### config.mk
export PLATFORM = sky130hd
export DESIGN_NAME = dsc_status_regs
export DESIGN_NICKNAME = d
export VERILOG_FILES = /design/src/hw/dsc_pkg.sv /design/src/hw/dsc_stat_if.sv /design/src/hw/dsc_dev_fsm.sv /design/src/hw/dsc_status_regs.sv
export SDC_FILE = /design/constraint.sdc
export NUM_CORES = 1
export LEC_CHECK = 0
export BUFFER_PORTS_ARGS = -buffer_cell sky130_fd_sc_hd__buf_2
export CAP_MARGIN = 20
export CELL_PAD_IN_SITES_DETAIL_PLACEMENT = 0
export CELL_PAD_IN_SITES_GLOBAL_PLACEMENT = 1
export CORE_MARGIN = 4
export CORE_UTILIZATION = 32
export CTS_BUF_LIST = sky130_fd_sc_hd__clkbuf_8
export DETAILED_ROUTE_END_ITERATION = 16
export HOLD_SLACK_MARGIN = 0.02
export PLACE_DENSITY = 0.88
export RECOVER_POWER = 25
export SETUP_SLACK_MARGIN = 0.2
export SLEW_MARGIN = 20
export SYNTH_ARGS = -nofsm -noshare
export SYNTH_HDL_FRONTEND = slang
export SYNTH_SLANG_ARGS = --single-unit
export TNS_END_PERCENT = 30
### constraint.sdc
create_clock -name REF_CLK -period 1.9 [get_ports REF_CLK]
set_input_delay 0.38 -clock REF_CLK [delete_from_list [all_inputs] [get_ports REF_CLK]]
set_output_delay 0.38 -clock REF_CLK [all_outputs]
set_load 0.01 [all_outputs]
### src/hw/dsc_pkg.sv
package dsc_pkg;

   ////////////////////////////////////////////////////////////////////////////////
   // Register offsets
   localparam logic [7:0]  GEN_STATUS_OFS = 8'h90;
   localparam logic [7:0]  INT_CAUSE_OFS  = 8'h98;

   ////////////////////////////////////////////////////////////////////////////////
   // Device state codes
   localparam logic [1:0]  DS_DISABLED = 2'h0;
   localparam logic [1:0]  DS_ENABLED  = 2'h1;
   localparam logic [1:0]  DS_BUSY     = 2'h2;
   localparam logic [1:0]  DS_HALTED   = 2'h3;

   // Required reset codes
   localparam logic [1:0]  RR_SW_CMD = 2'h0;
   localparam logic [1:0]  RR_FLR    = 2'h1;
   localparam logic [1:0]  RR_WARM   = 2'h2;
   localparam logic [1:0]  RR_COLD   = 2'h3;

   ////////////////////////////////////////////////////////////////////////////////
   // Cause bit positions
   localparam int          CB_SW_ERR  = 0;
   localparam int          CB_CMD     = 1;
   localparam int          CB_OCC     = 2;
   localparam int          CB_PERF    = 3;
   localparam int          CB_HALT    = 4;
   localparam int          CB_EVLOG   = 5;
   localparam int          CB_REVOKED = 31;
   localparam logic [31:0] CAUSE_MASK = 32'h8000003f;
   localparam logic [31:0] CAUSE_RST  = 32'h00000000;

   ////////////////////////////////////////////////////////////////////////////////
   // Command codes
   localparam logic [4:0]  CMD_ENABLE  = 5'h01;
   localparam logic [4:0]  CMD_DISABLE = 5'h02;
   localparam logic [4:0]  CMD_RESET   = 5'h05;

   ////////////////////////////////////////////////////////////////////////////////
   // Quiesce time
   localparam int          CLK_PERIOD_NS = 20;
   localparam int          DRAIN_TIME_NS = 100;
   localparam int          DRAIN_CYCLES  = (DRAIN_TIME_NS + CLK_PERIOD_NS - 1) / CLK_PERIOD_NS;
   localparam logic [2:0]  DRAIN_LOAD    = 3'(DRAIN_CYCLES - 1);

   typedef enum logic [1:0] {ST_DISABLED, ST_ENABLED, ST_QUIESCE, ST_HALTED} dsc_state_t;

   // State to register code
   function automatic logic [1:0] dsc_code(input dsc_state_t s);
      case (s)
         ST_DISABLED: dsc_code = DS_DISABLED;
         ST_ENABLED:  dsc_code = DS_ENABLED;
         ST_QUIESCE:  dsc_code = DS_BUSY;
         ST_HALTED:   dsc_code = DS_HALTED;
         default:     dsc_code = DS_DISABLED;
      endcase
   endfunction

endpackage

### src/hw/dsc_stat_if.sv
`timescale 1ns/1ps
interface dsc_stat_if;
   logic [1:0] dev_state;
   logic [1:0] reset_type;
   logic       cmd_done;
   logic       cmd_irq;
   logic       halt_enter;

   modport fsm  (output dev_state, reset_type, cmd_done, cmd_irq, halt_enter);
   modport regs (input  dev_state, reset_type, cmd_done, cmd_irq, halt_enter);
endinterface

### src/hw/dsc_dev_fsm.sv
`timescale 1ns/1ps
module dsc_dev_fsm
   import dsc_pkg::*;
(
   // Clock and reset
   input  wire logic       clk,
   input  wire logic       rst_n,
   // Commands
   input  wire logic       cmd_valid,
   input  wire logic [4:0] cmd_code,
   input  wire logic       cmd_irq_req,
   // Halt events
   input  wire logic       halt_err,
   input  wire logic [1:0] halt_rst_type,
   // Status toward the register bank
   dsc_stat_if.fsm         st
);

   dsc_state_t state_q, state_d;
   logic [2:0] cnt_q;
   logic [1:0] type_q;
   logic       irq_pend_q;
   logic       done_q;
   logic       cmd_irq_q;
   logic       halt_q;

   ////////////////////////////////////////////////////////////////////////////////
   // Command decode
   wire logic busy_w     = (state_q == ST_QUIESCE);
   wire logic take_w     = cmd_valid && !busy_w;
   wire logic is_en_w    = take_w && (cmd_code == CMD_ENABLE) && (state_q == ST_DISABLED);
   wire logic is_dis_w   = take_w && (cmd_code == CMD_DISABLE) && (state_q == ST_ENABLED);
   wire logic is_rst_w   = take_w && (cmd_code == CMD_RESET) &&
                           ((state_q != ST_HALTED) || (type_q == RR_SW_CMD));
   wire logic go_q_w     = is_dis_w || is_rst_w;
   wire logic drain_end  = busy_w && (cnt_q == 3'h0);
   wire logic done_w     = (take_w && !go_q_w) || (busy_w && (drain_end || halt_err));
   wire logic irq_w      = done_w && (busy_w ? irq_pend_q : cmd_irq_req);
   wire logic[1:0] typ_w = (halt_rst_type > type_q) ? halt_rst_type : type_q;

   ////////////////////////////////////////////////////////////////////////////////
   // Next state
   always_comb begin
      state_d = state_q;
      case (state_q)
         ST_DISABLED: begin
            if (is_en_w) state_d = ST_ENABLED;
            else if (go_q_w) state_d = ST_QUIESCE;
         end
         ST_ENABLED: begin
            if (go_q_w) state_d = ST_QUIESCE;
         end
         ST_QUIESCE: begin
            if (drain_end) state_d = ST_DISABLED;
         end
         ST_HALTED: begin
            if (go_q_w) state_d = ST_QUIESCE;
         end
         default: state_d = ST_DISABLED;
      endcase
      if (halt_err) state_d = ST_HALTED;
   end

   always_ff @(posedge clk or negedge rst_n) begin
      if (!rst_n) begin
         state_q    <= ST_DISABLED;
         cnt_q      <= 3'h0;
         type_q     <= RR_SW_CMD;
         irq_pend_q <= 1'b0;
         done_q     <= 1'b0;
         cmd_irq_q  <= 1'b0;
         halt_q     <= 1'b0;
      end else begin
         state_q    <= state_d;
         cnt_q      <= go_q_w ? DRAIN_LOAD : (busy_w ? cnt_q - 3'h1 : cnt_q);
         type_q     <= halt_err ? typ_w : (is_rst_w ? RR_SW_CMD : type_q);
         irq_pend_q <= go_q_w ? cmd_irq_req : irq_pend_q;
         done_q     <= done_w;
         cmd_irq_q  <= irq_w;
         halt_q     <= halt_err && (state_q != ST_HALTED);
      end
   end

   assign st.reset_type = type_q;
   assign st.dev_state  = dsc_code(state_q);
   assign st.cmd_done   = done_q;
   assign st.cmd_irq    = cmd_irq_q;
   assign st.halt_enter = halt_q;
endmodule

### src/hw/dsc_status_regs.sv
`timescale 1ns/1ps
// Notes on behaviour
// - Disabled reads 00, submissions get retry
// - Enabled reads 01, submissions accepted
// - Disabling or resetting reads 10, refuses submissions
// - Halt reads 11 until proper reset
// - Reset type codes: command, FLR, warm, cold
// - Bits 3:2 give weakest recovering reset
// - Status register read only, bits 31:4 zero
// - Cause register covers entry-0 interrupt only
// - No cause register for other vectors
// - Seven write-one-to-clear cause flags at fixed bits
// - Halt with enable sets flag, interrupts
// - Error log valid rise sets flag, interrupts
// - Command completion interrupt sets flag
// - Reset command disables, clears, recovers 00; ignored when halted with reset type above command
module dsc_status_regs
   import dsc_pkg::*;
(
   // Clock and reset
   input  wire  logic        REF_CLK,
   input  wire  logic        NRST,
   // Register access
   input  wire  logic [7:0]  REG_ADDR,
   input  wire  logic        REG_RD,
   input  wire  logic        REG_WR,
   input  wire  logic [31:0] REG_WDATA,
   output logic       [31:0] REG_RDATA,
   output logic              REG_RVALID,
   // Commands
   input  wire  logic        CMD_VALID,
   input  wire  logic [4:0]  CMD_CODE,
   input  wire  logic        CMD_IRQ_REQ,
   output logic              CMD_DONE,
   // Interrupt enables from general_control
   input  wire  logic        SWERR_IRQ_EN,
   input  wire  logic        HALT_IRQ_EN,
   input  wire  logic        EVLOG_IRQ_EN,
   // Events
   input  wire  logic        SWERR_VALID,
   input  wire  logic        HALT_ERR,
   input  wire  logic [1:0]  HALT_RST_TYPE,
   input  wire  logic        OCC_BELOW_EVT,
   input  wire  logic        PERF_OVF_EVT,
   input  wire  logic        EVLOG_EVT,
   input  wire  logic        REVOKE_EVT,
   // Work queue side
   input  wire  logic        SUBMIT_REQ,
   output logic              SUBMIT_ACCEPT,
   output logic              SUBMIT_RETRY,
   output logic              WQ_ENABLE_OK,
   // Status
   output logic       [1:0]  DEV_STATE,
   output logic              IRQ0
);

   dsc_stat_if st_if ();

   logic [31:0] cause_q;
   logic        swerr_q;
   logic [31:0] rdata_q;
   logic        rvalid_q;
   logic        done_q;
   logic        accept_q;
   logic        retry_q;
   logic        wq_ok_q;
   logic [1:0]  state_q;
   logic        irq_q;

   ////////////////////////////////////////////////////////////////////////////////
   // Device state machine
   dsc_dev_fsm u_fsm (
      .clk           (REF_CLK),
      .rst_n         (NRST),
      .cmd_valid     (CMD_VALID),
      .cmd_code      (CMD_CODE),
      .cmd_irq_req   (CMD_IRQ_REQ),
      .halt_err      (HALT_ERR),
      .halt_rst_type (HALT_RST_TYPE),
      .st            (st_if.fsm)
   );

   ////////////////////////////////////////////////////////////////////////////////
   // Decode
   wire logic        sel_stat_w = (REG_ADDR == GEN_STATUS_OFS);
   wire logic        sel_caus_w = (REG_ADDR == INT_CAUSE_OFS);
   wire logic        enabled_w  = (st_if.dev_state == DS_ENABLED);
   wire logic        swerr_rise = SWERR_VALID && !swerr_q;
   // status read only, upper bits zero
   wire logic [31:0] stat_w     = {28'h0, st_if.reset_type, st_if.dev_state};
   wire logic [31:0] rd_mux_w   = sel_stat_w ? stat_w : (sel_caus_w ? cause_q : 32'h0);

   wire logic [31:0] set_w = {REVOKE_EVT, 25'h0,
                              EVLOG_EVT && EVLOG_IRQ_EN,
                              st_if.halt_enter && HALT_IRQ_EN,
                              PERF_OVF_EVT,
                              OCC_BELOW_EVT,
                              st_if.cmd_irq,
                              swerr_rise && SWERR_IRQ_EN};
   wire logic [31:0] clr_w   = (REG_WR && sel_caus_w) ? (REG_WDATA & CAUSE_MASK) : 32'h0;
   wire logic [31:0] cause_d = ((cause_q & ~clr_w) | set_w) & CAUSE_MASK;

   ////////////////////////////////////////////////////////////////////////////////
   // Registers
   always_ff @(posedge REF_CLK or negedge NRST) begin
      if (!NRST) begin
         cause_q  <= CAUSE_RST;
         swerr_q  <= 1'b0;
         rdata_q  <= 32'h0;
         rvalid_q <= 1'b0;
         irq_q    <= 1'b0;
      end else begin
         cause_q  <= cause_d;
         swerr_q  <= SWERR_VALID;
         rdata_q  <= REG_RD ? rd_mux_w : rdata_q;
         rvalid_q <= REG_RD;
         irq_q    <= |set_w;
      end
   end

   always_ff @(posedge REF_CLK or negedge NRST) begin
      if (!NRST) begin
         done_q   <= 1'b0;
         accept_q <= 1'b0;
         retry_q  <= 1'b0;
         wq_ok_q  <= 1'b0;
         state_q  <= DS_DISABLED;
      end else begin
         done_q   <= st_if.cmd_done;
         accept_q <= SUBMIT_REQ && enabled_w;
         retry_q  <= SUBMIT_REQ && !enabled_w;
         wq_ok_q  <= enabled_w;
         state_q  <= st_if.dev_state;
      end
   end

   assign REG_RDATA     = rdata_q;
   assign REG_RVALID    = rvalid_q;
   assign CMD_DONE      = done_q;
   assign SUBMIT_ACCEPT = accept_q;
   assign SUBMIT_RETRY  = retry_q;
   assign WQ_ENABLE_OK  = wq_ok_q;
   assign DEV_STATE     = state_q;
   assign IRQ0          = irq_q;
endmodule

======== After elaboration in Yosys (flattened, before gate mapping) ========
Index checks and enable logic that the tools add are counted.
Widths: inputs -> output; s select.
storage, ports and cells
  register bits ........................... 59
  input bits .............................. 63
  logic and storage cells ................. 84
cells by class
  reduce and logical (&&, ||, !) cells .... 35
  bitwise gates (word level) .............. 3
  add/sub/neg operators ................... 1
  order comparisons ....................... 1
  multiplexer cells ....................... 15
  equality and inequality tests ........... 12
operator list
  kind                 number
  $mux 32              3
  $and 32x32->32       1
  $not 32->32          1
  $or 32x32->32        1
  $logic_and 1x1->1    19
  $eq 8x8->1 const B   2
  $mux 2               7
  $pmux 2 s4           1
  $reduce_or 7->1      1
  $mux 3               2
  $pmux 2 s3           1
  $eq 5x1->1 const B   1
  $eq 5x2->1 const B   1
  $eq 5x3->1 const B   1
  $eq 2x1->1 const B   2
  $eq 2x2->1 const B   2
  $logic_not 1->1      4
  $logic_not 2->1      2
  $logic_or 1x1->1     4
  $reduce_bool 2->1    2
  $logic_not 3->1      1
  $ne 3x3->1 const B   1
  $sub 3x1->3 const B  1
  $gt 2x2->1           1
  other kinds (5)      5

======== Depth between registers and ports, before layout ========
Gate-level depths: netlist of run 1.
  depth after elaboration ................. 10
  depth in mapped cells ................... 6
  gate-level depth less buffers ........... 6

======== Modules after synthesis ========
A second synthesis of run 1 with hierarchy kept.
second synthesis, totals
  cell total of the unflattened synthesis .. 173
  area, all modules ....................... 1766.7 um^2
by module, submodules not included
  module           sequential area each (um^2)  instances  area each (um^2)  cells each
  dsc_status_regs  575.6                        1          1147.4            110
  dsc_dev_fsm      275.3                        1          619.3             63

======== Worst setup path after synthesis of run 1 ========
No wires, ideal clock.
  path type ............................... input to register
  start ................................... in REG_ADDR[6]
  end ..................................... reg rdata_q[3] (netlist: REG_RDATA[3])
  slack ................................... 329 ps
  required time ........................... 1774 ps
  arrival ................................. 1445 ps
  stages on the path ...................... 6
  path buffers ............................ 2
  path through ............................ and4bb_1 -> and3_1 -> buf_6 -> and2_4 -> buf_6 -> a221o_1
between the ends
  longest elaborated chain between the ends .. 3
RTL lines
  what                  line                    text
  from (decl)           dsc_status_regs.sv:24   input wire logic [7:0] REG_ADDR,
  $eq 8x8->1            dsc_status_regs.sv:86   wire logic sel_caus_w = (REG_ADDR == INT_CAUSE_OFS);
  $mux 32               dsc_status_regs.sv:91   wire logic [31:0] rd_mux_w = sel_stat_w ? stat_w : (sel_caus_w ? cause_q : 32'h0);
  $mux 32 (*)           dsc_status_regs.sv:91
  to (signal assigned)  dsc_status_regs.sv:115  rdata_q <= REG_RD ? rd_mux_w : rdata_q;
  to (decl)             dsc_status_regs.sv:61   logic [31:0] rdata_q;
Mark *: on every way between the ends. The rest lies on a longest branch, timed or not.
A chain may end at the register's enable or synchronous reset.

======== Final worst setup path of run 1 ========
  start ................................... reg u_fsm.state_q[1]
  end ..................................... reg u_fsm.state_q[1]
between the ends
  longest elaborated chain between the ends .. 10
RTL lines
  what                                                       line                                  text
  from (decl)                                                dsc_dev_fsm.sv:19                     dsc_state_t state_q, state_d;
  from (signal assigned)                                     dsc_dev_fsm.sv:74                     state_q <= state_d;
  $eq 2x2->1                                                 dsc_dev_fsm.sv:29, dsc_dev_fsm.sv:45
  $logic_not 1->1                                            dsc_dev_fsm.sv:30                     wire logic take_w = cmd_valid && !busy_w;
  $logic_and 1x1->1                                          dsc_dev_fsm.sv:30
  $logic_and 1x1->1, on equally long branches (2 in series)  dsc_dev_fsm.sv:32, dsc_dev_fsm.sv:33
  $logic_or 1x1->1                                           dsc_dev_fsm.sv:35                     wire logic go_q_w = is_dis_w || is_rst_w;
  $mux 2                                                     -
  $mux 2                                                     dsc_dev_fsm.sv:47                     if (is_en_w) state_d = ST_ENABLED;
  $pmux 2 s3                                                 dsc_dev_fsm.sv:45                     case (state_q)
  $mux 2                                                     dsc_dev_fsm.sv:61                     if (halt_err) state_d = ST_HALTED;
Several ways; a longest one is shown, not always the timed one.

==> results by group, run 1 <==
Cells and area
  – Diode count: 0
  – Share of cells above drive strength 1: 0.324
  – Nets: 276
  – P&R area growth vs syn: 20.8%
  – Final cell count without fillers: 280

Power
  – Combinational Power Share: 0.165
  – Peak VDD IR: 405 µV
  – Power Density: 850 mW/mm²
  – Sequential Power Share: 0.486
  – Switch share: 0.258
  – Leak: 1.01 nW
  – P_sw: 0.443 mW
  – Int Pwr: 1.28 mW
  – Clk pwr share: 0.349

Global route
  – Pin count of the biggest net entering global routing: 35
  – Initial antenna violation count: 0
  – Global-route wire length before repair: 5.13 mm
  – Vias in the first global route: 1047
  – Overflow after GRT: 0
  – Total global-route track usage: 0.105

Clock tree
  – CTS Buffer Depth: 2
  – Hold buffers post-CTS: 0
  – CTS tree: built
  – CTS clock-pin slew for the worst setup and hold paths: 70 ps
  – Number of clock sinks: 34
  – Worst-skew pair later-pin latency: 280 ps
  – Total CTS buffers: 5
  – H-tree levels: 2
  – Root buf cell: clkbuf_8

Synth
  – Most numerous cell in the Yosys netlist: dfrtp_1
  – Distinct cell type count of the synthesized netlist: 40
  – Commonest cells post-synth: 34 x dfrtp_1, 25 x buf_4, 12 x nand3_1
  – Sequential-to-total area share from yosys stat: 0.508
  – Largest cells by area after synthesis: dfrtp_1 51%, buf_4 11%, nand3_1 3.6%, ha_1 3.0%, a221o_1 2.4%
  – Number of enable flip-flop cells after synthesis: 0
  – Main synth FF type: dfrtp_1
  – Synthesized area: 0.00167 mm²
  – Ys async rst share: 1.00
  – Area share of the largest cell type after synthesis: 0.508
  – Yosys warnings: 0
  – Synthesis-stage register bit count: 34
  – Post-Synthesis Cells: 154
  – Cell taking the most area after synthesis: dfrtp_1
  – Syn_area_per_cell: 10.9 µm²

Die
  – Row count: 26
  – Core area: 0.00507 mm²
  – Die area: 0.00645 mm²
  – Die height: 80.3 µm
  – # IOs: 103
  – Die W: 80.3 µm
  – Starting Density: 0.330

Timing
  – Fmax: 0.612 GHz
  – Worst slew margin: 0.470
  – Slew Limit Fails: 0
  – Skew final: 6.99 ps
  – Setup Total Neg Slack: 0 ps
  – Final hold violations: 0
  – Worst slew pin tran: 795 ps
  – Final Cycle Share: 0.860
  – Crit path time final: 1630 ps
  – # setup viols final: 0
  – RSZ-0062 raised after global routing: yes

Detailed routing
  – Final WL: 3.28 mm
  – 1st-pass router iterations: 4
  – Number of DRC markers in iteration 0: 110
  – Via count: 1224
  – Routed Antenna Nets: 0
  – Routed length per instance: 11.7 µm
  – Remaining DRCs: 0
  – Vias per cell: 4.37

Setup path
  – Worst setup SP type: register
  – Critical path type: reg2reg
  – Worst Reg-to-Reg Cells: 5
  – Worst Path Required: 2060 ps
  – Type of element capturing the critical path: register
  – Critical path fanouts, max: 8
  – CP arrival: 1800 ps

Placement
  – DP Cell Count: 271
  – Hpwl dp: 2.61 mm
  – Final GP Congestion: 0.791
  – # port buffers: 52

Flow run
  – Maxcap violations: 0

Hold path
  – Hold crit path type: in2async

Run status
  – Status: finished clean
-- worst max-delay path, cell delays in order (launching register included) --
cell       delay (ps)
dfrtp_1           480
inv_1             130
o2111ai_1         300
a21boi_4          110
buf_4             170
or3_1             330
-- what timing repair did --
action                                  4_1_cts  5_1_grt
endpoints found under the setup margin        0        1
setup buffers                                 0        1
resized for setup                             0        1
-- per-layer routing --
layer / vias to the layer above / share of wire / track usage
li1: 594 / - / -
met4: 0 / 0.020 / 0.0507
met5: - / 0 / 0
met3: 5 / 0.081 / 0.0325
met2: 51 / 0.49 / 0.165
met1: 574 / 0.41 / 0.130
-- final cells by class --
class	instances	area, µm²
fill	510	3050
sequential	34	851
multi-input combinational	104	662
timing repair buffer	54	274
clock buffer	8	110
tap	70	87.6
inverter	10	37.5
-- sequential cells by signal, summed over array words and instances (netlist names), 2 cells and up --
signal	count
DEV_STATE	2
REG_RDATA	7
cause_q	7
u_fsm.cnt_q	3
u_fsm.st.reset_type	2
u_fsm.state_q	2
-- final timing paths --
path | end | slack, ps | start
min in group REF_CLK | swerr_q | 230 | SWERR_VALID
max in group asynchronous | u_fsm.st.cmd_done | 1220 | NRST
worst max-delay path | u_fsm.state_q[1] | 270 | u_fsm.state_q[1]
worst min register to register | CMD_DONE | 350 | u_fsm.st.cmd_done
worst min-delay path | cause_q[5] | 170 | NRST
worst max register to register | u_fsm.state_q[1] | 270 | u_fsm.state_q[1]
-- cell usage in the layout, fill, tap and decap left out, drive strengths merged --
cell | netlist | layout
a21boi | 2 | 2
a21o | 4 | 4
a21oi | 2 | 2
a221o | 4 | 4
a221oi | 1 | 1
a22o | 5 | 5
a31oi | 1 | 1
a41oi | 1 | 1
and2 | 2 | 2
and2b | 1 | 1
and3 | 1 | 1
and4bb | 1 | 1
buf | 27 | 52
clkbuf | 3 | 10
conb | 1 | 25
dfrtp | 34 | 34
ha | 4 | 4
inv | 10 | 10
mux2 | 1 | 1
nand2 | 4 | 4
nand2b | 2 | 2
nand3 | 12 | 12
nor2 | 5 | 5
nor2b | 6 | 6
nor3 | 3 | 3
nor3b | 2 | 2
nor4bb | 1 | 1
o2111ai | 1 | 1
o211ai | 2 | 2
o21ai | 4 | 4
o22ai | 1 | 1
o2bb2ai | 2 | 2
or3 | 1 | 1
or4 | 1 | 1
xnor2 | 2 | 2
-- power by group through the flow --
stage / combinational, mW / clock [mW] / sequential [mW]
2_1_floorplan: 0.223 / 0 / 0.838
3_3_place_gp: 0.275 / 0 / 0.846
3_5_place_dp: 0.290 / 0 / 0.849
4_1_cts: 0.290 / 0.621 / 0.836
5_1_grt: 0.332 / 0.670 / 0.843
6_report: 0.284 / 0.600 / 0.835
-- cells by family (layout without fill, tap and decap cells) --
kind of cell	count (synthesis)	in the layout	synth area share
AO/OA/AOI/OAI	30	30	0.142
XOR/XNOR	2	2	0.0105
adder cells (fa/ha/maj)	4	4	0.0299
buffers and inverters	40	72	0.155
flip-flops	34	34	0.508
multiplexers	1	1	0.00673
other	1	25	0.00224
AND/OR/NAND/NOR	42	42	0.146
-- per-stage QoR --
stage	power, mW	util	worst slack [ps]	instance area (µm²)	hold slack, ps
finish	1.72	0.398	266	2020	173
CTS	1.75	0.396	202	2010	174
detailed placement	1.14	0.374	192	1900	338
global route	1.85	0.398	193	2020	202
global placement	1.12	0.374	202	1900	333
floorplan	1.06	-	329	1760	84.4
Power figures use the tool's default switching activity.
==> run 2: changes to the inputs <==
--- a/config.mk
+++ b/config.mk
@@ -13,6 +13,7 @@
 export CORE_UTILIZATION = 32
 export CTS_BUF_LIST = sky130_fd_sc_hd__clkbuf_8
 export DETAILED_ROUTE_END_ITERATION = 16
+export GPL_TIMING_DRIVEN = 0
 export HOLD_SLACK_MARGIN = 0.02
 export PLACE_DENSITY = 0.88
 export RECOVER_POWER = 25
==> constraint.sdc (replaced) <==
create_clock -name REF_CLK -period 1.9 [get_ports REF_CLK]
set_input_delay 0.19 -clock REF_CLK [delete_from_list [all_inputs] [get_ports REF_CLK]]
set_output_delay 0.19 -clock REF_CLK [all_outputs]
set_load 0.01 [all_outputs]
==> run 2 against run 1 <==
Net effect: maximum frequency grew 1.3%; largest power group unchanged; first-iteration DRC count decreased by 35%; cell count is 11% higher; sequential cell count did not move; non-clock buffer count rose by 31; die area did not move; worst hold slack got worse by 68 ps; core utilization grew 4.0 points; combinational power up 13%.
==> results by group, run 2 (synthesis results as in run 1) <==
Die
  – Die W: 80.3 µm
  – # IOs: 103
  – Die area: 0.00645 mm²
  – Die height: 80.3 µm
  – Core area: 0.00507 mm²
  – Row count: 26
  – Starting Density: 0.330

Clock tree
  – Worst-skew pair later-pin latency: 280 ps
  – Total CTS buffers: 5
  – CTS clock-pin slew for the worst setup and hold paths: 70 ps
  – Root buf cell: clkbuf_8
  – H-tree levels: 2
  – CTS Buffer Depth: 2
  – CTS tree: built
  – Number of clock sinks: 34

Timing
  – Slew Limit Fails: 0
  – # setup viols final: 0
  – Worst slew margin: 0.528
  – Fmax: 0.620 GHz
  – Crit path time final: 1610 ps
  – Skew final: 6.39 ps
  – Worst slew pin tran: 709 ps
  – Setup Total Neg Slack: 0 ps
  – RSZ-0062 raised after global routing: no
  – Final Cycle Share: 0.848
  – Final hold violations: 0

Power
  – Power Density: 806 mW/mm²
  – Peak VDD IR: 352 µV
  – Leak: 1.13 nW
  – Pwr Total: 1.80 mW

Run status
  – Status: finished clean

Flow run
  – Maxcap violations: 0

Detailed routing
  – Routed length per instance: 11.0 µm
  – Remaining DRCs: 0
  – Via count: 1300
  – Routed Antenna Nets: 0
  – Vias per cell: 4.18
  – Final WL: 3.42 mm
  – 1st-pass router iterations: 4
  – Number of DRC markers in iteration 0: 72

Setup path
  – Critical path type: reg2reg
  – CP Buf/Inv Count: 1
  – Slowest stage cell on the critical path: dfrtp_1
  – Critical path cell sequence: nor3b_2 > o2111ai_1 > a21boi_2 > buf_4 > or3_1
  – CP arrival: 1780 ps
  – CP max stage delay: 460 ps
  – Type of element capturing the critical path: register
  – CP top delay family: simple AND/OR/NAND/NOR gates
  – Critical path fanouts, max: 8
  – Worst setup SP type: register
  – Worst Path Required: 2070 ps

Cells and area
  – Most frequent cells in the layout: 41 x buf_2, 34 x dfrtp_1, 26 x buf_4, 25 x conb_1, 15 x clkbuf_1
  – Share of cells above drive strength 1: 0.344
  – P&R area growth vs syn: 33.0%
  – Nets: 307
  – Most common cell after layout, fill and taps aside: buf_2
  – Reg area: 851 µm²
  – Diode count: 0
  – Area occupied by multi-input gates: 654 µm²
  – Fill cell count: 511

Global route
  – Initial antenna violation count: 0
  – Global-route wire length before repair: 5.28 mm
  – Overflow after GRT: 0
  – Total global-route track usage: 0.106
  – Pin count of the biggest net entering global routing: 35
  – Vias in the first global route: 1193

Placement
  – Hpwl dp: 2.70 mm
  – Final GP Congestion: 0.768
  – # port buffers: 52

Hold path
  – Hold crit path type: in2reg
==> run 2: path summary, 6_finish.rpt <==
kind                                   start               end  slack, ps  cells after the start
max                         u_fsm.state_q[0]  u_fsm.state_q[1]        290                      5
min                               REVOKE_EVT       cause_q[31]        110                      2
max reg2reg                 u_fsm.state_q[0]  u_fsm.state_q[1]        290                      5
min reg2reg                u_fsm.st.cmd_done          CMD_DONE        350                      0
max in group asynchronous               NRST  u_fsm.st.cmd_irq        950                      2
min in group asynchronous               NRST        cause_q[5]        500                      2
==> run 2: cell type report <==
| class | instances | share of cell area |
|---|---|---|
| inverters | 10 | 0.0169 |
| clock inverters | 3 | 0.0180 |
| clock buffers | 5 | 0.0309 |
| repair buffers | 55 | 0.123 |
| well taps | 70 | 0.0393 |
| flip-flops and latches | 34 | 0.382 |
| multi-input cells | 104 | 0.294 |
| plain buffers | 30 | 0.0961 |
==> run 2: report_power, final <==
group / internal [mW] / total (mW) / switching (mW)
clock: 0.386 / 0.638 / 0.253
sequential: 0.789 / 0.836 / 0.0471
combinational: 0.154 / 0.321 / 0.167
==> run 2: stage by stage <==
stage / std cells / hold slack [ps] / utilization / area (µm²) / setup slack (ps)
2_1_floorplan: 178 / -106 / - / 1760 / 436
3_3_place_gp: 300 / 291 / 0.416 / 2110 / 221
3_5_place_dp: 300 / 290 / 0.416 / 2110 / 189
4_1_cts: 311 / 93.1 / 0.443 / 2250 / 299
5_1_grt: 311 / 98.0 / 0.439 / 2230 / 235
6_report: 311 / 105 / 0.439 / 2230 / 288
==> run 2: what timing repair did <==
action	4_1_cts	5_1_grt
resized for setup	0	0
setup buffers	1	0
endpoints found under the setup margin	1	0
endpoints found under the hold margin	35	0
hold buffers	2	0
==> run 2: metal layers <==
metal  wire length, µm  vias up  global-route usage
li1                  -      657                   -
met1              1380      584               0.113
met2              1660       53               0.184
met3               301        6              0.0359
met4                74        0              0.0541
met5                 0        -                   0
